--- src/logic/ssp_map.svh ---
// Purpose: register offsets, field positions, reset values and counts
// Assumes: byte addresses on a 32-bit classic Wishbone bus
// Notes:   included by its bare name
`ifndef SSP_MAP_SVH
`define SSP_MAP_SVH

// register byte offsets
`define SSP_ADR_STATUS 8'h00
`define SSP_ADR_CTRL1  8'h04
`define SSP_ADR_CTRL3  8'h08
`define SSP_ADR_DATA   8'h0C
`define SSP_ADR_RELOAD 8'h10
`define SSP_ADR_PINDIR 8'h14
`define SSP_ADR_EVENT  8'h18

// status fields
`define SSP_ST_SMP 7
`define SSP_ST_CKE 6
`define SSP_ST_BF  0

// control one fields
`define SSP_C1_WRITE_COLLISION_FLAG 7
`define SSP_C1_OVF  6
`define SSP_C1_EN   5
`define SSP_C1_CKP  4

// control three fields
`define SSP_C3_BOEN 4

// pin direction bits, set means input
`define SSP_DIR_SDI 0
`define SSP_DIR_SDO 1
`define SSP_DIR_SCK 2
`define SSP_DIR_SS  3

// mode codes in control one bits 3..0
`define SSP_MODE_M4   4'h0
`define SSP_MODE_M16  4'h1
`define SSP_MODE_M64  4'h2
`define SSP_MODE_MTMR 4'h3
`define SSP_MODE_SSS  4'h4
`define SSP_MODE_SLV  4'h5
`define SSP_MODE_MRLD 4'hA

// half serial clock periods minus one, in system clocks
`define SSP_HALF4  10'h001
`define SSP_HALF16 10'h007
`define SSP_HALF64 10'h01F

// reset values and counts
`define SSP_RST_BYTE 8'h00
`define SSP_RST_DIR  4'hF
`define SSP_LAST_BIT 3'h7
`define SSP_LAST_TOG 4'hF

`endif

--- src/logic/ssp_pkg.sv ---
// Purpose: shared types of the serial port
// Assumes: nothing
// Notes:   constants live in ssp_map.svh
package ssp_pkg;

	// one classic wishbone request
	typedef struct packed {
		logic        cyc;
		logic        stb;
		logic        we;
		logic [7:0]  adr;
		logic [3:0]  sel;
		logic [31:0] dat;
	} ssp_wb_req_s;

	// master clocking state
	typedef enum logic [1:0] {
		SSP_IDLE,
		SSP_MRUN
	} ssp_state_e;

endpackage

--- src/logic/ssp_spi_port.sv ---
// Purpose: spi mode of a synchronous serial port, master or slave
// Assumes: pins synchronous to clk_i; classic wishbone register access
// Notes:   sdo_o trails the shift register by one clock
`timescale 1ns/1ps
`include "ssp_map.svh"

module ssp_spi_port (
	// system
	input  wire logic                 clk_i,
	input  wire logic                 rst_i,
	// wishbone slave
	input  wire ssp_pkg::ssp_wb_req_s wb_req_i,
	output logic                      wb_ack_o,
	output logic [31:0]               wb_dat_o,
	// serial pins and timer tick
	input  wire logic                 sdi_i,
	input  wire logic                 sck_i,
	input  wire logic                 ss_n_i,
	input  wire logic                 timer_tick_i,
	output logic                      sdo_o,
	output logic                      sdo_oe_o,
	output logic                      sck_o,
	output logic                      sck_oe_o,
	// event
	output logic                      event_flag_o
);

	////////////////////////////////////////////////////////////////////
	// registers and decode

	logic [7:0]          serial_control_one;
	logic [7:0]          serial_control_three;
	logic [7:0]          serial_data_buffer;
	logic [7:0]          rate_reload_reg;
	logic [3:0]          pin_direction_reg;
	logic [1:0]          status_cfg_reg;
	logic                buffer_full_flag;
	logic [7:0]          shift_reg;
	logic                rx_bit_reg;
	logic                pend_reg;
	logic [2:0]          bit_cnt_reg;
	logic [3:0]          tog_cnt_reg;
	ssp_pkg::ssp_state_e state_reg;
	logic [31:0]         rdat_next;

	logic       acc, wr, rd, wr_data, rd_data, wr_ok, start, busy;
	logic       en, clock_idle_level, cke, sample_phase_select, is_master, is_slave, sel_ok;
	logic       slave_act, sdi_eff, sck_act, tick, s_rise, s_fall;
	logic       lead_e, trail_e, sample_e, drive_e, done, ovf_set;
	logic       store, both;
	logic [3:0] mode;
	logic [7:0] wdat, rx_byte;

	// bus request decode
	assign acc     = wb_req_i.cyc & wb_req_i.stb & ~wb_ack_o;
	assign wr      = acc & wb_req_i.we & wb_req_i.sel[0];
	assign rd      = acc & ~wb_req_i.we;
	assign wdat    = wb_req_i.dat[7:0];
	assign wr_data = wr & (wb_req_i.adr == `SSP_ADR_DATA);
	assign rd_data = rd & (wb_req_i.adr == `SSP_ADR_DATA);

	// configuration fields
	assign en   = serial_control_one[`SSP_C1_EN];
	assign clock_idle_level  = serial_control_one[`SSP_C1_CKP];
	assign mode = serial_control_one[3:0];
	assign cke  = status_cfg_reg[0];
	assign sample_phase_select  = status_cfg_reg[1];
	assign is_master = (mode == `SSP_MODE_M4) | (mode == `SSP_MODE_M16) |
		(mode == `SSP_MODE_M64) | (mode == `SSP_MODE_MTMR) |
		(mode == `SSP_MODE_MRLD);
	assign is_slave = (mode == `SSP_MODE_SSS) | (mode == `SSP_MODE_SLV);

	// slave select, honoured only in select mode
	assign sel_ok = (mode != `SSP_MODE_SSS) |
		(pin_direction_reg[`SSP_DIR_SS] & ~ss_n_i);
	assign slave_act = en & is_slave & sel_ok;

	// inputs masked by their direction bits
	assign sdi_eff = sdi_i & pin_direction_reg[`SSP_DIR_SDI];
	assign sck_act = (pin_direction_reg[`SSP_DIR_SCK] ? sck_i : clock_idle_level) ^ clock_idle_level;

	// transfer in progress, write acceptance
	assign busy  = (state_reg == ssp_pkg::SSP_MRUN) | (bit_cnt_reg != 3'h0)
		| pend_reg;
	assign wr_ok = wr_data & ~busy & ~serial_control_one[`SSP_C1_WRITE_COLLISION_FLAG];
	assign start = wr_ok & en & is_master;

	////////////////////////////////////////////////////////////////////
	// clock edges

	ssp_rate_gen u_rate (
		.clk_i        (clk_i),
		.rst_i        (rst_i),
		.run_i        (state_reg == ssp_pkg::SSP_MRUN),
		.mode_i       (mode),
		.reload_i     (rate_reload_reg),
		.timer_tick_i (timer_tick_i),
		.tick_o       (tick)
	);

	ssp_edge_det u_edge (
		.clk_i   (clk_i),
		.rst_i   (rst_i),
		.level_i (sck_act),
		.rise_o  (s_rise),
		.fall_o  (s_fall)
	);

	// leading edge leaves idle, trailing edge returns to it
	assign lead_e  = (tick & (sck_o == clock_idle_level) & (state_reg ==
		ssp_pkg::SSP_MRUN)) | (s_rise & slave_act);
	assign trail_e = (tick & (sck_o != clock_idle_level) & (state_reg ==
		ssp_pkg::SSP_MRUN)) | (s_fall & slave_act);

	// edge roles from edge select and sample phase
	assign both     = sample_phase_select & cke & is_master;
	assign drive_e  = cke ? trail_e : lead_e;
	assign sample_e = (cke & ~both) ? lead_e : trail_e;
	assign done     = sample_e & (bit_cnt_reg == `SSP_LAST_BIT);
	assign rx_byte  = {shift_reg[6:0], sdi_eff};
	assign ovf_set  = done & buffer_full_flag & ~rd_data &
		~serial_control_three[`SSP_C3_BOEN];
	assign store    = done & ~ovf_set;

	////////////////////////////////////////////////////////////////////
	// master clocking state

	// run sixteen half periods per byte
	always_ff @(posedge clk_i) begin
		if (rst_i || !en) begin
			state_reg   <= ssp_pkg::SSP_IDLE;
			tog_cnt_reg <= 4'h0;
		end else begin
			case (state_reg)
				ssp_pkg::SSP_IDLE: begin
					tog_cnt_reg <= 4'h0;
					if (start)
						state_reg <= ssp_pkg::SSP_MRUN;
				end
				ssp_pkg::SSP_MRUN: begin
					if (tick) begin
						tog_cnt_reg <= tog_cnt_reg + 4'h1;
						if (tog_cnt_reg == `SSP_LAST_TOG)
							state_reg <= ssp_pkg::SSP_IDLE;
					end
				end
				default: state_reg <= ssp_pkg::SSP_IDLE;
			endcase
		end
	end

	// serial clock output, idle at the polarity level
	always_ff @(posedge clk_i) begin
		if (rst_i)
			sck_o <= 1'b0;
		else if (state_reg != ssp_pkg::SSP_MRUN)
			sck_o <= clock_idle_level;
		else if (tick)
			sck_o <= ~sck_o;
	end

	////////////////////////////////////////////////////////////////////
	// shift engine

	// shift out msb, collect lsb, count bits
	always_ff @(posedge clk_i) begin
		if (rst_i) begin
			shift_reg   <= `SSP_RST_BYTE;
			rx_bit_reg  <= 1'b0;
			pend_reg    <= 1'b0;
			bit_cnt_reg <= 3'h0;
		end else if (wr_ok) begin
			shift_reg   <= wdat;
			pend_reg    <= 1'b0;
			bit_cnt_reg <= 3'h0;
		end else if (!en || (is_slave && !sel_ok)) begin
			pend_reg    <= 1'b0;
			bit_cnt_reg <= 3'h0;
		end else if (sample_e) begin
			if (drive_e || done)
				shift_reg <= rx_byte;
			else begin
				rx_bit_reg <= sdi_eff;
				pend_reg   <= 1'b1;
			end
			bit_cnt_reg <= bit_cnt_reg + 3'h1;
		end else if (drive_e && pend_reg) begin
			shift_reg <= {shift_reg[6:0], rx_bit_reg};
			pend_reg  <= 1'b0;
		end
	end

	// pins follow the shift register and the enables
	always_ff @(posedge clk_i) begin
		if (rst_i) begin
			sdo_o    <= 1'b0;
			sdo_oe_o <= 1'b0;
			sck_oe_o <= 1'b0;
		end else begin
			sdo_o    <= shift_reg[7];
			sdo_oe_o <= ~pin_direction_reg[`SSP_DIR_SDO] &
				((en & is_master) | slave_act);
			sck_oe_o <= en & is_master &
				~pin_direction_reg[`SSP_DIR_SCK];
		end
	end

	////////////////////////////////////////////////////////////////////
	// software registers

	// control one, collision and overflow set by hardware
	always_ff @(posedge clk_i) begin
		if (rst_i)
			serial_control_one <= `SSP_RST_BYTE;
		else begin
			if (wr && wb_req_i.adr == `SSP_ADR_CTRL1)
				serial_control_one <= wdat;
			if (wr_data && busy)
				serial_control_one[`SSP_C1_WRITE_COLLISION_FLAG] <= 1'b1;
			if (ovf_set)
				serial_control_one[`SSP_C1_OVF] <= 1'b1;
		end
	end

	// plain configuration registers
	always_ff @(posedge clk_i) begin
		if (rst_i) begin
			serial_control_three <= `SSP_RST_BYTE;
			rate_reload_reg      <= `SSP_RST_BYTE;
			pin_direction_reg    <= `SSP_RST_DIR;
			status_cfg_reg       <= 2'h0;
		end else if (wr) begin
			case (wb_req_i.adr)
				`SSP_ADR_CTRL3:  serial_control_three <= wdat;
				`SSP_ADR_RELOAD: rate_reload_reg <= wdat;
				`SSP_ADR_PINDIR: pin_direction_reg <= wdat[3:0];
				`SSP_ADR_STATUS: status_cfg_reg <= wdat[7:6];
				default: ;
			endcase
		end
	end

	// data buffer and full flag; load wins over read
	always_ff @(posedge clk_i) begin
		if (rst_i) begin
			serial_data_buffer <= `SSP_RST_BYTE;
			buffer_full_flag   <= 1'b0;
		end else begin
			if (wr_ok)
				serial_data_buffer <= wdat;
			if (rd_data)
				buffer_full_flag <= 1'b0;
			if (store) begin
				serial_data_buffer <= rx_byte;
				buffer_full_flag   <= 1'b1;
			end
		end
	end

	// event flag, write one clears, new byte wins
	always_ff @(posedge clk_i) begin
		if (rst_i)
			event_flag_o <= 1'b0;
		else if (store)
			event_flag_o <= 1'b1;
		else if (wr && wb_req_i.adr == `SSP_ADR_EVENT && wdat[0])
			event_flag_o <= 1'b0;
	end

	// read data select; shift register has no address
	always_comb begin
		case (wb_req_i.adr)
			`SSP_ADR_STATUS: rdat_next = {24'h000000, status_cfg_reg,
				5'h00, buffer_full_flag};
			`SSP_ADR_CTRL1:  rdat_next = {24'h000000, serial_control_one};
			`SSP_ADR_CTRL3:  rdat_next = {24'h000000, serial_control_three};
			`SSP_ADR_DATA:   rdat_next = {24'h000000, serial_data_buffer};
			`SSP_ADR_RELOAD: rdat_next = {24'h000000, rate_reload_reg};
			`SSP_ADR_PINDIR: rdat_next = {28'h0000000, pin_direction_reg};
			`SSP_ADR_EVENT:  rdat_next = {31'h00000000, event_flag_o};
			default:         rdat_next = 32'h00000000;
		endcase
	end

	// one-wait answer
	always_ff @(posedge clk_i) begin
		if (rst_i) begin
			wb_ack_o <= 1'b0;
			wb_dat_o <= 32'h00000000;
		end else begin
			wb_ack_o <= acc;
			if (rd)
				wb_dat_o <= rdat_next;
		end
	end
endmodule // ssp_spi_port

--- src/logic/ssp_rate_gen.sv ---
// Purpose: half-period tick generator for the master serial clock
// Assumes: run_i high only while a master byte is clocked
// Notes:   tick_o is a one-cycle pulse per serial clock edge
`timescale 1ns/1ps
`include "ssp_map.svh"

module ssp_rate_gen (
	// system
	input  wire logic       clk_i,
	input  wire logic       rst_i,
	// control
	input  wire logic       run_i,
	input  wire logic [3:0] mode_i,
	input  wire logic [7:0] reload_i,
	input  wire logic       timer_tick_i,
	// tick out
	output logic            tick_o
);

	logic [9:0] cnt_reg;
	logic [9:0] limit;

	// half period length per clock rate option
	always_comb begin
		case (mode_i)
			`SSP_MODE_M4:   limit = `SSP_HALF4;
			`SSP_MODE_M16:  limit = `SSP_HALF16;
			`SSP_MODE_M64:  limit = `SSP_HALF64;
			`SSP_MODE_MRLD: limit = {1'b0, reload_i, 1'b1};
			default:        limit = `SSP_HALF4;
		endcase
	end

	// count system clocks, or pass the timer pulse through
	always_ff @(posedge clk_i) begin
		if (rst_i || !run_i) begin
			cnt_reg <= 10'h000;
			tick_o  <= 1'b0;
		end else if (mode_i == `SSP_MODE_MTMR) begin
			tick_o  <= timer_tick_i;
		end else if (cnt_reg >= limit) begin
			cnt_reg <= 10'h000;
			tick_o  <= 1'b1;
		end else begin
			cnt_reg <= cnt_reg + 10'h001;
			tick_o  <= 1'b0;
		end
	end

endmodule // ssp_rate_gen

--- src/logic/ssp_edge_det.sv ---
// Purpose: edge finder for a level already synchronous to clk_i
// Assumes: level_i idles low
// Notes:   outputs are one-cycle pulses
`timescale 1ns/1ps

module ssp_edge_det (
	// system
	input  wire logic clk_i,
	input  wire logic rst_i,
	// level in
	input  wire logic level_i,
	// edges out
	output logic      rise_o,
	output logic      fall_o
);

	logic prev_reg;

	// previous level
	always_ff @(posedge clk_i) begin
		if (rst_i)
			prev_reg <= 1'b0;
		else
			prev_reg <= level_i;
	end

	// edge pulses
	assign rise_o = level_i & ~prev_reg;
	assign fall_o = ~level_i & prev_reg;

endmodule // ssp_edge_det

--- config.mk ---
export PLATFORM = sky130hd
export DESIGN_NAME = ssp_spi_port
export DESIGN_NICKNAME = d
export VERILOG_FILES = /design/src/logic/ssp_pkg.sv /design/src/logic/ssp_spi_port.sv /design/src/logic/ssp_rate_gen.sv /design/src/logic/ssp_edge_det.sv
export VERILOG_INCLUDE_DIRS = /design/src /design/src/logic
export SDC_FILE = /design/constraint.sdc
export NUM_CORES = 1
export LEC_CHECK = 0
export ABC_AREA = 0
export BUFFER_PORTS_ARGS = -buffer_cell sky130_fd_sc_hd__clkbuf_2
export CELL_PAD_IN_SITES_DETAIL_PLACEMENT = 0
export CELL_PAD_IN_SITES_GLOBAL_PLACEMENT = 1
export CORE_AREA = 2 2 108 110
export CTS_CLUSTER_SIZE = 40
export DETAILED_ROUTE_END_ITERATION = 16
export DIE_AREA = 0 0 110 112
export PLACE_DENSITY_LB_ADDON = 0.2
export SETUP_SLACK_MARGIN = 0.02
export SLEW_MARGIN = 5
export SYNTH_ARGS = -nofsm -noshare
export SYNTH_HDL_FRONTEND = slang
export SYNTH_SLANG_ARGS = --single-unit
--- constraint.sdc ---
create_clock -name clk_i -period 4.6 [get_ports clk_i]
set_input_delay 0.69 -clock clk_i [delete_from_list [all_inputs] [get_ports clk_i]]
set_output_delay 0.69 -clock clk_i [all_outputs]
set_load 0.005 [all_outputs]
==> results.rst, run 1 <==
.. list-table::
   :header-rows: 1

   * - Metric
     - Value
   * - Worst-Skew Late Latency
     - 0.34 ns
   * - Peak ir drop on the vdd network
     - 0.242 mV
   * - Cell Area, Placed
     - 4590 sq um
   * - Global-route wire length before repair
     - 18600 microns
   * - Placed cell count
     - 684
   * - Placed wire-length estimate after detailed placement
     - 8490 microns
   * - Hold-fix buffer count after cts
     - 0
   * - Number of standard-cell rows in the floorplan
     - 39
   * - Fraction of layout cells with a size suffix above 1
     - 0.146
   * - Number of buffers inserted by port buffering
     - 39
   * - Average cell area after synthesis
     - 8.37 sq um
   * - Critical-path top delay cell
     - sky130_fd_sc_hd__o211ai_2
   * - Via density per instance
     - 5.44
   * - Most frequent cells in the layout
     - sky130_fd_sc_hd__dfxtp_1 (83), sky130_fd_sc_hd__nand2_1 (70), sky130_fd_sc_hd__nor2_1 (63)
   * - Final design area excluding fillers
     - 4860 sq um
   * - Global placement routability congestion
     - 0.830
   * - I/O pin count
     - 91
   * - Initial detailed-routing violation count
     - 216
   * - Leak pwr
     - 0.00182 uW
   * - Number of sinks on the clock net
     - 83
   * - Number of flip-flops in the largest register
     - 10
   * - Warning count from the yosys run
     - 0
   * - Buffer count from post-CTS setup fixing
     - 0
   * - Post-synth EDFFs
     - 0
   * - Number of CTS-inserted buffers
     - 9
   * - Count of unresolved DRC violations after routing
     - 0
   * - Actual transition at the worst max-transition pin
     - 1.23 ns
   * - Setup repair after global routing missed its margin
     - false
   * - Max Freq
     - 349 MHz
   * - Total grt overflow
     - 0
   * - Final Cycle Share
     - 0.623
   * - Buffer cell driving the clock tree root
     - sky130_fd_sc_hd__clkbuf_16
   * - Worst slew margin relative to its limit
     - 0.175
   * - Vias in the first global route
     - 3499
   * - Placeable core region
     - 11200 sq um
   * - Drt pass-1 iters
     - 5
   * - Cell area after technology mapping
     - 4400 sq um
   * - Initial antenna violation count
     - 0
   * - Required arrival time at the worst endpoint
     - 4.77 ns
   * - Worst hold slack
     - 0.455 ns
   * - Sequential area share after synthesis
     - 0.377
   * - Crit path DAT
     - 3.04 ns
   * - Flip-flop and latch count after synthesis
     - 83
   * - Starting density of the core
     - 0.394
   * - Setup TNS after final layout
     - 0 ns
   * - Worst Path Class, Setup
     - reg2reg
   * - Maximum number of pins on one net before global-route repair
     - 60
   * - Element type at the critical path start
     - flip-flop
   * - Power density cells
     - 298 nW/um^2
   * - Most common cell after layout, fill and taps aside
     - sky130_fd_sc_hd__dfxtp_1
   * - Final Non-Filler Cells
     - 699
   * - Number of resized instances in the post-cts repair step
     - 0
   * - Die span in y
     - 112 microns
   * - DIE AREA
     - 12300 sq um
   * - Post-Route Skew
     - 0.00703 ns
   * - Die W
     - 110 microns
   * - Count of mapped cells out of synthesis
     - 526
   * - Minimum clock period after layout
     - 2.86 ns
   * - Number of nets with antenna violations after detailed routing
     - 0
   * - Capturing element type of the critical path
     - flip-flop
   * - Max-cap violations
     - 0
   * - Post-detailed-route wirelength per cell
     - 16.7 microns
   * - Number of buffers between clock root and the deepest sink
     - 2
   * - Async set or reset register ratio after synthesis
     - 0
   * - Area growth from synthesis to layout
     - 10.4%
   * - Total via count after detailed routing
     - 3800
   * - Final Hold Violating Endpoints
     - 0
   * - Final layout net count
     - 618
   * - Power Total
     - 1450 uW
   * - Hold Path Class
     - reg2reg
   * - Setup Viol. Count Final
     - 0
   * - Critical Path Max Stage Delay
     - 0.57 ns
   * - Ys flop type
     - sky130_fd_sc_hd__dfxtp_1
   * - DRT Wirelength
     - 11700 microns
   * - CTS H-Tree Depth
     - 3
   * - Critical Path, Cell by Cell
     - nand2b_4 > a221o_1 > xnor2_1 > o2bb2ai_2 > o211ai_2 > nor2_1 > a311oi_2
   * - Total global routing track utilization
     - 0.200
   * - ANT cells
     - 0
   * - Run status
     - complete, no violations
   * - Worst-path clk slew
     - 0.06 ns
   * - Max-slew violation count
     - 0
   * - TritonCTS clock tree
     - done
   * - Synth cell types
     - 69
   * - CP Max Fanout
     - 17
-- area by class of cell --
class                           instances  area (sq um)
Clock buffer                           11           243
Clock inverter                          4          27.5
Fill cell                            1141          6310
Inverter                               15          56.3
Multi-Input combinational cell        398          2450
Sequential cell                        83          1660
Tap cell                              143           179
Timing Repair Buffer                   45           240
-- logic make-up (layout without fill, tap and decap cells) --
| logic type | count (synthesis) | after routing | synth area share |
|---|---|---|---|
| and+or+nand+nor | 216 | 216 | 0.230 |
| AOI/OAI and AO/OA | 116 | 116 | 0.204 |
| DFF | 83 | 83 | 0.377 |
| buffers and inverters | 68 | 75 | 0.0861 |
| xor gates and xnor gates | 18 | 18 | 0.0358 |
| adders and majority gates | 13 | 13 | 0.0370 |
| muxes | 11 | 11 | 0.0281 |
| other | 1 | 24 | 0.000852 |
-- through the flow --
stage	util	worst slack, ns
final	0.435	1.74
after global routing	0.435	1.52
after CTS	0.435	1.71
after detailed placement	0.411	1.48
after global placement	0.411	1.55
after floorplan	-	2.19
-- Yosys cell counts (all sizes together), types with 2 or more instances --
| master | instances | area [sq um] |
|---|---|---|
| dfxtp | 83 | 1660 |
| nand2 | 70 | 263 |
| nor2 | 63 | 236 |
| buf | 40 | 274 |
| a21oi | 38 | 190 |
| nand3 | 32 | 160 |
| a22oi | 15 | 113 |
| inv | 14 | 52.6 |
| clkbuf | 13 | 48.8 |
| ha | 13 | 163 |
| a311oi | 10 | 138 |
| mux2i | 9 | 90.1 |
| nor3 | 9 | 45.0 |
| xnor2 | 9 | 78.8 |
| xor2 | 9 | 78.8 |
| a221o | 8 | 80.1 |
| nand4 | 8 | 50.1 |
| o21ai | 8 | 40.0 |
| and2 | 7 | 43.8 |
| nand3b | 5 | 37.5 |
| a211o | 4 | 35.0 |
| a21o | 4 | 31.3 |
| nor2b | 4 | 25.0 |
| a32oi | 3 | 26.3 |
| nor3b | 3 | 27.5 |
| nor4 | 3 | 25.0 |
| a211oi | 2 | 15.0 |
| a222oi | 2 | 20.0 |
| a22o | 2 | 17.5 |
| a31oi | 2 | 12.5 |
| a41oi | 2 | 17.5 |
| nand2b | 2 | 20.0 |
| o211ai | 2 | 20.0 |
| o21a | 2 | 16.3 |
| o21bai | 2 | 15.0 |
| or3 | 2 | 12.5 |
-- per-layer routing --
metal	part of all wire	vias to the layer above	global-route usage
met4	0.028	0	0.0776
met2	0.47	93	0.307
met3	0.046	16	0.0609
li1	-	1881	-
met5	0	-	0
met1	0.46	1810	0.261
-- worst max-delay path, delay by kind of cell (launching register included) --
kind | cells | cell delay (ns)
AO/OA/AOI/OAI | 4 | 1.55
XOR/XNOR | 1 | 0.16
AND/OR/NAND/NOR | 2 | 0.60
flip-flops | 1 | 0.39
-- power by group --
part           total, uW  switching, uW  internal (uW)
registers            720          0.689            720
clock network        667            291            376
logic               60.8           43.6           17.2
-- final timing paths --
| check | from | endpoint | slack [ns] | cells past startpoint |
|---|---|---|---|---|
| worst min-delay path | serial_control_three[0] | serial_control_three[0] | 0.45 | 2 |
| worst max-delay path | serial_control_one[0] | serial_data_buffer[6] | 1.74 | 7 |
| worst min register to register | serial_control_three[0] | serial_control_three[0] | 0.45 | 2 |
| worst max register to register | serial_control_one[0] | serial_data_buffer[6] | 1.74 | 7 |
No activity file was read; power rests on OpenSTA's default activity.
==> inputs of run 2 (changes only) <==
- ABC_AREA: 0 -> 1
- CORE_AREA: 2 2 108 110 -> 2 2 115 117
- DIE_AREA: 0 0 110 112 -> 0 0 117 119
- clock period: 4.6 -> 2.3 ns (I/O delays scaled with it)
==> run 2 against run 1 <==
Effect of this change:
- maximum frequency rose by 36%
- combinational power is 76% higher
- sequential share of layout area decreased by 1.5 points
- area after synthesis fell by 0.80%
- total power grew 100%
- setup slack worse by 1.5 ns
- first-iteration DRC count increased by 25%
- clock power grew 110%
- core utilization is 4.0 points lower
==> results.rst, run 2 <==
.. list-table::
   :header-rows: 1

   * - Metric
     - Value
   * - Required arrival time at the worst endpoint
     - 2.57 ns (-2.20 ns)
   * - Placed wire-length estimate after detailed placement
     - 9090 microns (+7.0%)
   * - Share of cell area taken by muxes after synthesis
     - 0 (-0.0281)
   * - Count of mapped cells out of synthesis
     - 606 (+15%)
   * - Post-detailed-route wirelength per cell
     - 14.7 microns (-12%)
   * - Most numerous cell in the Yosys netlist
     - sky130_fd_sc_hd__nand2_1
   * - Hold-fix buffer count after cts
     - 0 (unchanged)
   * - Combinational family with the most area after synthesis
     - simple AND/OR/NAND/NOR gates
   * - Minimum clock period after layout
     - 2.11 ns (-0.758 ns)
   * - Die W
     - 117 microns (+6.4%)
   * - Placed cell count
     - 823 (+20%)
   * - Count of unresolved DRC violations after routing
     - 0 (unchanged)
   * - Fraction of layout cells with a size suffix above 1
     - 0.166 (+0.0202)
   * - Layout Utilization
     - 0.395 (-0.0400)
   * - DRT Wirelength
     - 12400 microns (+5.6%)
   * - Global-route wire length before repair
     - 19200 microns (+3.7%)
   * - Starting density of the core
     - 0.339 (-0.0547)
   * - Synth cell types
     - 41 (-41%)
   * - Setup Viol. Count Final
     - 0 (unchanged)
   * - Total via count after detailed routing
     - 4009 (+5.5%)
   * - Power density cells
     - 577 nW/um^2 (+94%)
   * - Leading post-synthesis cells by instance count
     - sky130_fd_sc_hd__nand2_1 (132), sky130_fd_sc_hd__dfxtp_1 (83), sky130_fd_sc_hd__a21oi_1 (64)
   * - Worst-case setup slack after placement
     - -0.0453 ns (-1.53 ns)
   * - Critical Path Max Stage Delay
     - 0.34 ns (-0.23 ns)
   * - Number of buffers between clock root and the deepest sink
     - 2 (unchanged)
   * - # fillers
     - 1374 (+20%)
   * - DIE AREA
     - 13900 sq um (+13%)
   * - Crit path DAT
     - 2.38 ns (-0.66 ns)
   * - Worst path setup slack after routing
     - 0.194 ns (-1.54 ns)
   * - I/O pin count
     - 91 (unchanged)
   * - Post-synthesis simple-gate area fraction
     - 0.280 (+0.0497)
   * - Peak ir drop on the vdd network
     - 0.343 mV (+42%)
   * - Post-Route Skew
     - 0.00632 ns (-0.000715 ns)
   * - Worst-path clk slew
     - 0.06 ns (about the same)
   * - Critical-path top delay cell
     - sky130_fd_sc_hd__dfxtp_1
   * - Most frequent cells in the layout
     - sky130_fd_sc_hd__nand2_1 (130), sky130_fd_sc_hd__dfxtp_1 (82), sky130_fd_sc_hd__inv_1 (63), sky130_fd_sc_hd__a21oi_1 (63), sky130_fd_sc_hd__o21ai_0 (53)
   * - Number of standard-cell rows in the floorplan
     - 42 (+7.7%)
   * - Worst slew margin relative to its limit
     - 0.664 (+0.490)
   * - Share of the synthesized area in compound gates (AO/OA/AOI/OAI)
     - 0.174 (-0.0307)
   * - Max-cap violations
     - 0 (unchanged)
   * - Drt pass-1 iters
     - 5 (unchanged)
   * - Warning count from the yosys run
     - 0 (unchanged)
   * - Total grt overflow
     - 0 (unchanged)
   * - Area growth from synthesis to layout
     - 16.5%
   * - Maximum number of pins on one net before global-route repair
     - 38 (-37%)
   * - Worst-Skew Late Latency
     - 0.35 ns (about the same)
   * - Element type at the critical path start
     - flip-flop
   * - Vias in the first global route
     - 3670 (+4.9%)
   * - Initial detailed-routing violation count
     - 270 (+25%)
   * - Buffer count from post-CTS setup fixing
     - 0 (unchanged)
   * - Initial antenna violation count
     - 0 (unchanged)
   * - Setup TNS after final layout
     - 0 ns (unchanged)
   * - Number of nets with antenna violations after detailed routing
     - 0 (unchanged)
   * - Final Hold Violating Endpoints
     - 0 (unchanged)
   * - Synth area leader
     - sky130_fd_sc_hd__dfxtp_1
   * - CTS H-Tree Depth
     - 3 (unchanged)
   * - Synth top area share
     - 0.381 (+0.00303)
   * - CP Max Fanout
     - 5 (-12)
   * - Critical Path, Cell by Cell
     - nor2_4 > inv_1 > nor3_2 > buf_4 > inv_1 > o21ai_0 > inv_1 > ha_1 > a21oi_1 > o21ai_0 > nand2_1 > nand3_2 > nand2_4 > nand2_4 > nor3b_2
   * - Cell with the most instances on the worst path
     - sky130_fd_sc_hd__inv_1
   * - Post-synth EDFFs
     - 0 (unchanged)
   * - Number of CTS-inserted buffers
     - 9 (unchanged)
   * - Capturing element type of the critical path
     - flip-flop
   * - Placeable core region
     - 12900 sq um (+15%)
   * - Ys flop type
     - sky130_fd_sc_hd__dfxtp_1
   * - Most common cell after layout, fill and taps aside
     - sky130_fd_sc_hd__nand2_1
   * - Via density per instance
     - 4.78 (-12%)
   * - Average cell area after synthesis
     - 7.21 sq um (-14%)
   * - Flip-flop and latch count after synthesis
     - 83 (unchanged)
   * - Final Cycle Share
     - 0.916 (+0.293)
   * - Async set or reset register ratio after synthesis
     - 0 (unchanged)
   * - Power Total
     - 2940 uW (+100%)
   * - Die span in y
     - 119 microns (+6.3%)
   * - Cell area after technology mapping
     - 4370 sq um (-0.80%)
   * - Buffer cell driving the clock tree root
     - sky130_fd_sc_hd__clkbuf_16
   * - Top post-synthesis cells by area
     - sky130_fd_sc_hd__dfxtp_1 (38%), sky130_fd_sc_hd__nand2_1 (11%), sky130_fd_sc_hd__a21oi_1 (7.3%)
   * - Final layout net count
     - 725 (+17%)
   * - Max-slew violation count
     - 0 (unchanged)
   * - Sequential area share after synthesis
     - 0.381 (+0.00303)
   * - Global placement routability congestion
     - 0.883 (+6.4%)
   * - Final Non-Filler Cells
     - 839 (+20%)
   * - ANT cells
     - 0 (unchanged)
   * - Leak pwr
     - 0.00213 uW (+17%)
   * - Run status
     - complete, no violations
   * - Number of sinks on the clock net
     - 83 (unchanged)
   * - Worst Path Class, Setup
     - reg2reg
   * - Total global routing track utilization
     - 0.183 (-0.0173)
   * - Number of buffers inserted by port buffering
     - 39 (unchanged)
   * - Area share of fa/ha/maj cells after synthesis
     - 0.0372 (+0.000296)
   * - Hold Path Class
     - in2reg
   * - Xor/xnor share of the synthesized area
     - 0.0120 (-0.0238)
   * - Actual transition at the worst max-transition pin
     - 0.500 ns (-0.729 ns)
   * - Max Freq
     - 475 MHz (+36%)
   * - TritonCTS clock tree
     - done
   * - Number of flip-flops in the largest register
     - 10 (unchanged)
-- run 2: cell count changes in the layout (fill, tap and decap cells not counted), sizes merged, moves of 14 or more --
cell	before	now
nand2	70	142
nor2	63	49
inv	14	68
a21oi	38	65
a22oi	15	0
o21ai	8	57
-- run 2: logic make-up after synthesis --
logic type,count (synthesis)
compound gates,140
xor+xnor,6
fa+ha+maj,13
buf+inv,105
flops,83
other cells,1
simple gates,258
-- run 2: routing by layer --
metal  track usage  up-vias  share of wire  wire [microns]
met3        0.0382       16          0.037             455
met5             0        -              0               0
li1              -     2063              -               -
met4        0.0728        0          0.024             295
met2         0.276       89           0.46            5720
met1         0.253     1841           0.48            5890
-- run 2: final cells by class --
| cell class | instances | area [sq um] | area share |
|---|---|---|---|
| tap | 176 | 220 | 0.0433 |
| multi-input combinational | 442 | 2350 | 0.462 |
| clock inverter | 2 | 10.0 | 0.00197 |
| timing repair buffer | 55 | 315 | 0.0620 |
| inverter | 68 | 255 | 0.0502 |
| sequential | 83 | 1660 | 0.327 |
| clock buffer | 13 | 270 | 0.0531 |
-- run 2: power breakdown --
| part | total, uW | internal [uW] | switching, uW | leakage, uW |
|---|---|---|---|---|
| Clock | 1390 | 811 | 579 | 0.000141 |
| Sequential | 1440 | 1440 | 0.976 | 0.000669 |
| Combinational | 107 | 28.8 | 77.9 | 0.00132 |
-- run 2: worst max-delay path: cells and delay by family (launching register included) --
kind | cells | cell delay [ns]
AO/OA/AOI/OAI | 3 | 0.38
flip-flops | 1 | 0.34
adder cells (fa/ha/maj) | 1 | 0.18
AND/OR/NAND/NOR | 7 | 0.81
buffers and inverters | 4 | 0.31
-- run 2: timing repair --
item,in CTS,in global routing
endpoints found under the setup margin,7,11
gates resized for setup,2,14
cloned,0,1
pin swaps,0,3
-- run 2: through the flow --
stage	hold slack (ns)	area [sq um]
detailed placement	0.428	4740
floorplan	0.409	4450
CTS	0.226	5030
finish	0.245	5090
global placement	0.423	4740
global route	0.262	5090
-- run 2: final timing paths --
kind,startpoint,endpoint,slack [ns],depth (start not counted)
worst max-delay path,serial_control_one[0],u_rate.cnt_reg[4],0.19,15
worst min-delay path,timer_tick_i,u_rate.tick_o,0.24,3
worst max register to register,serial_control_one[0],u_rate.cnt_reg[4],0.19,15
worst min register to register,shift_reg[7],sdo_o,0.44,2
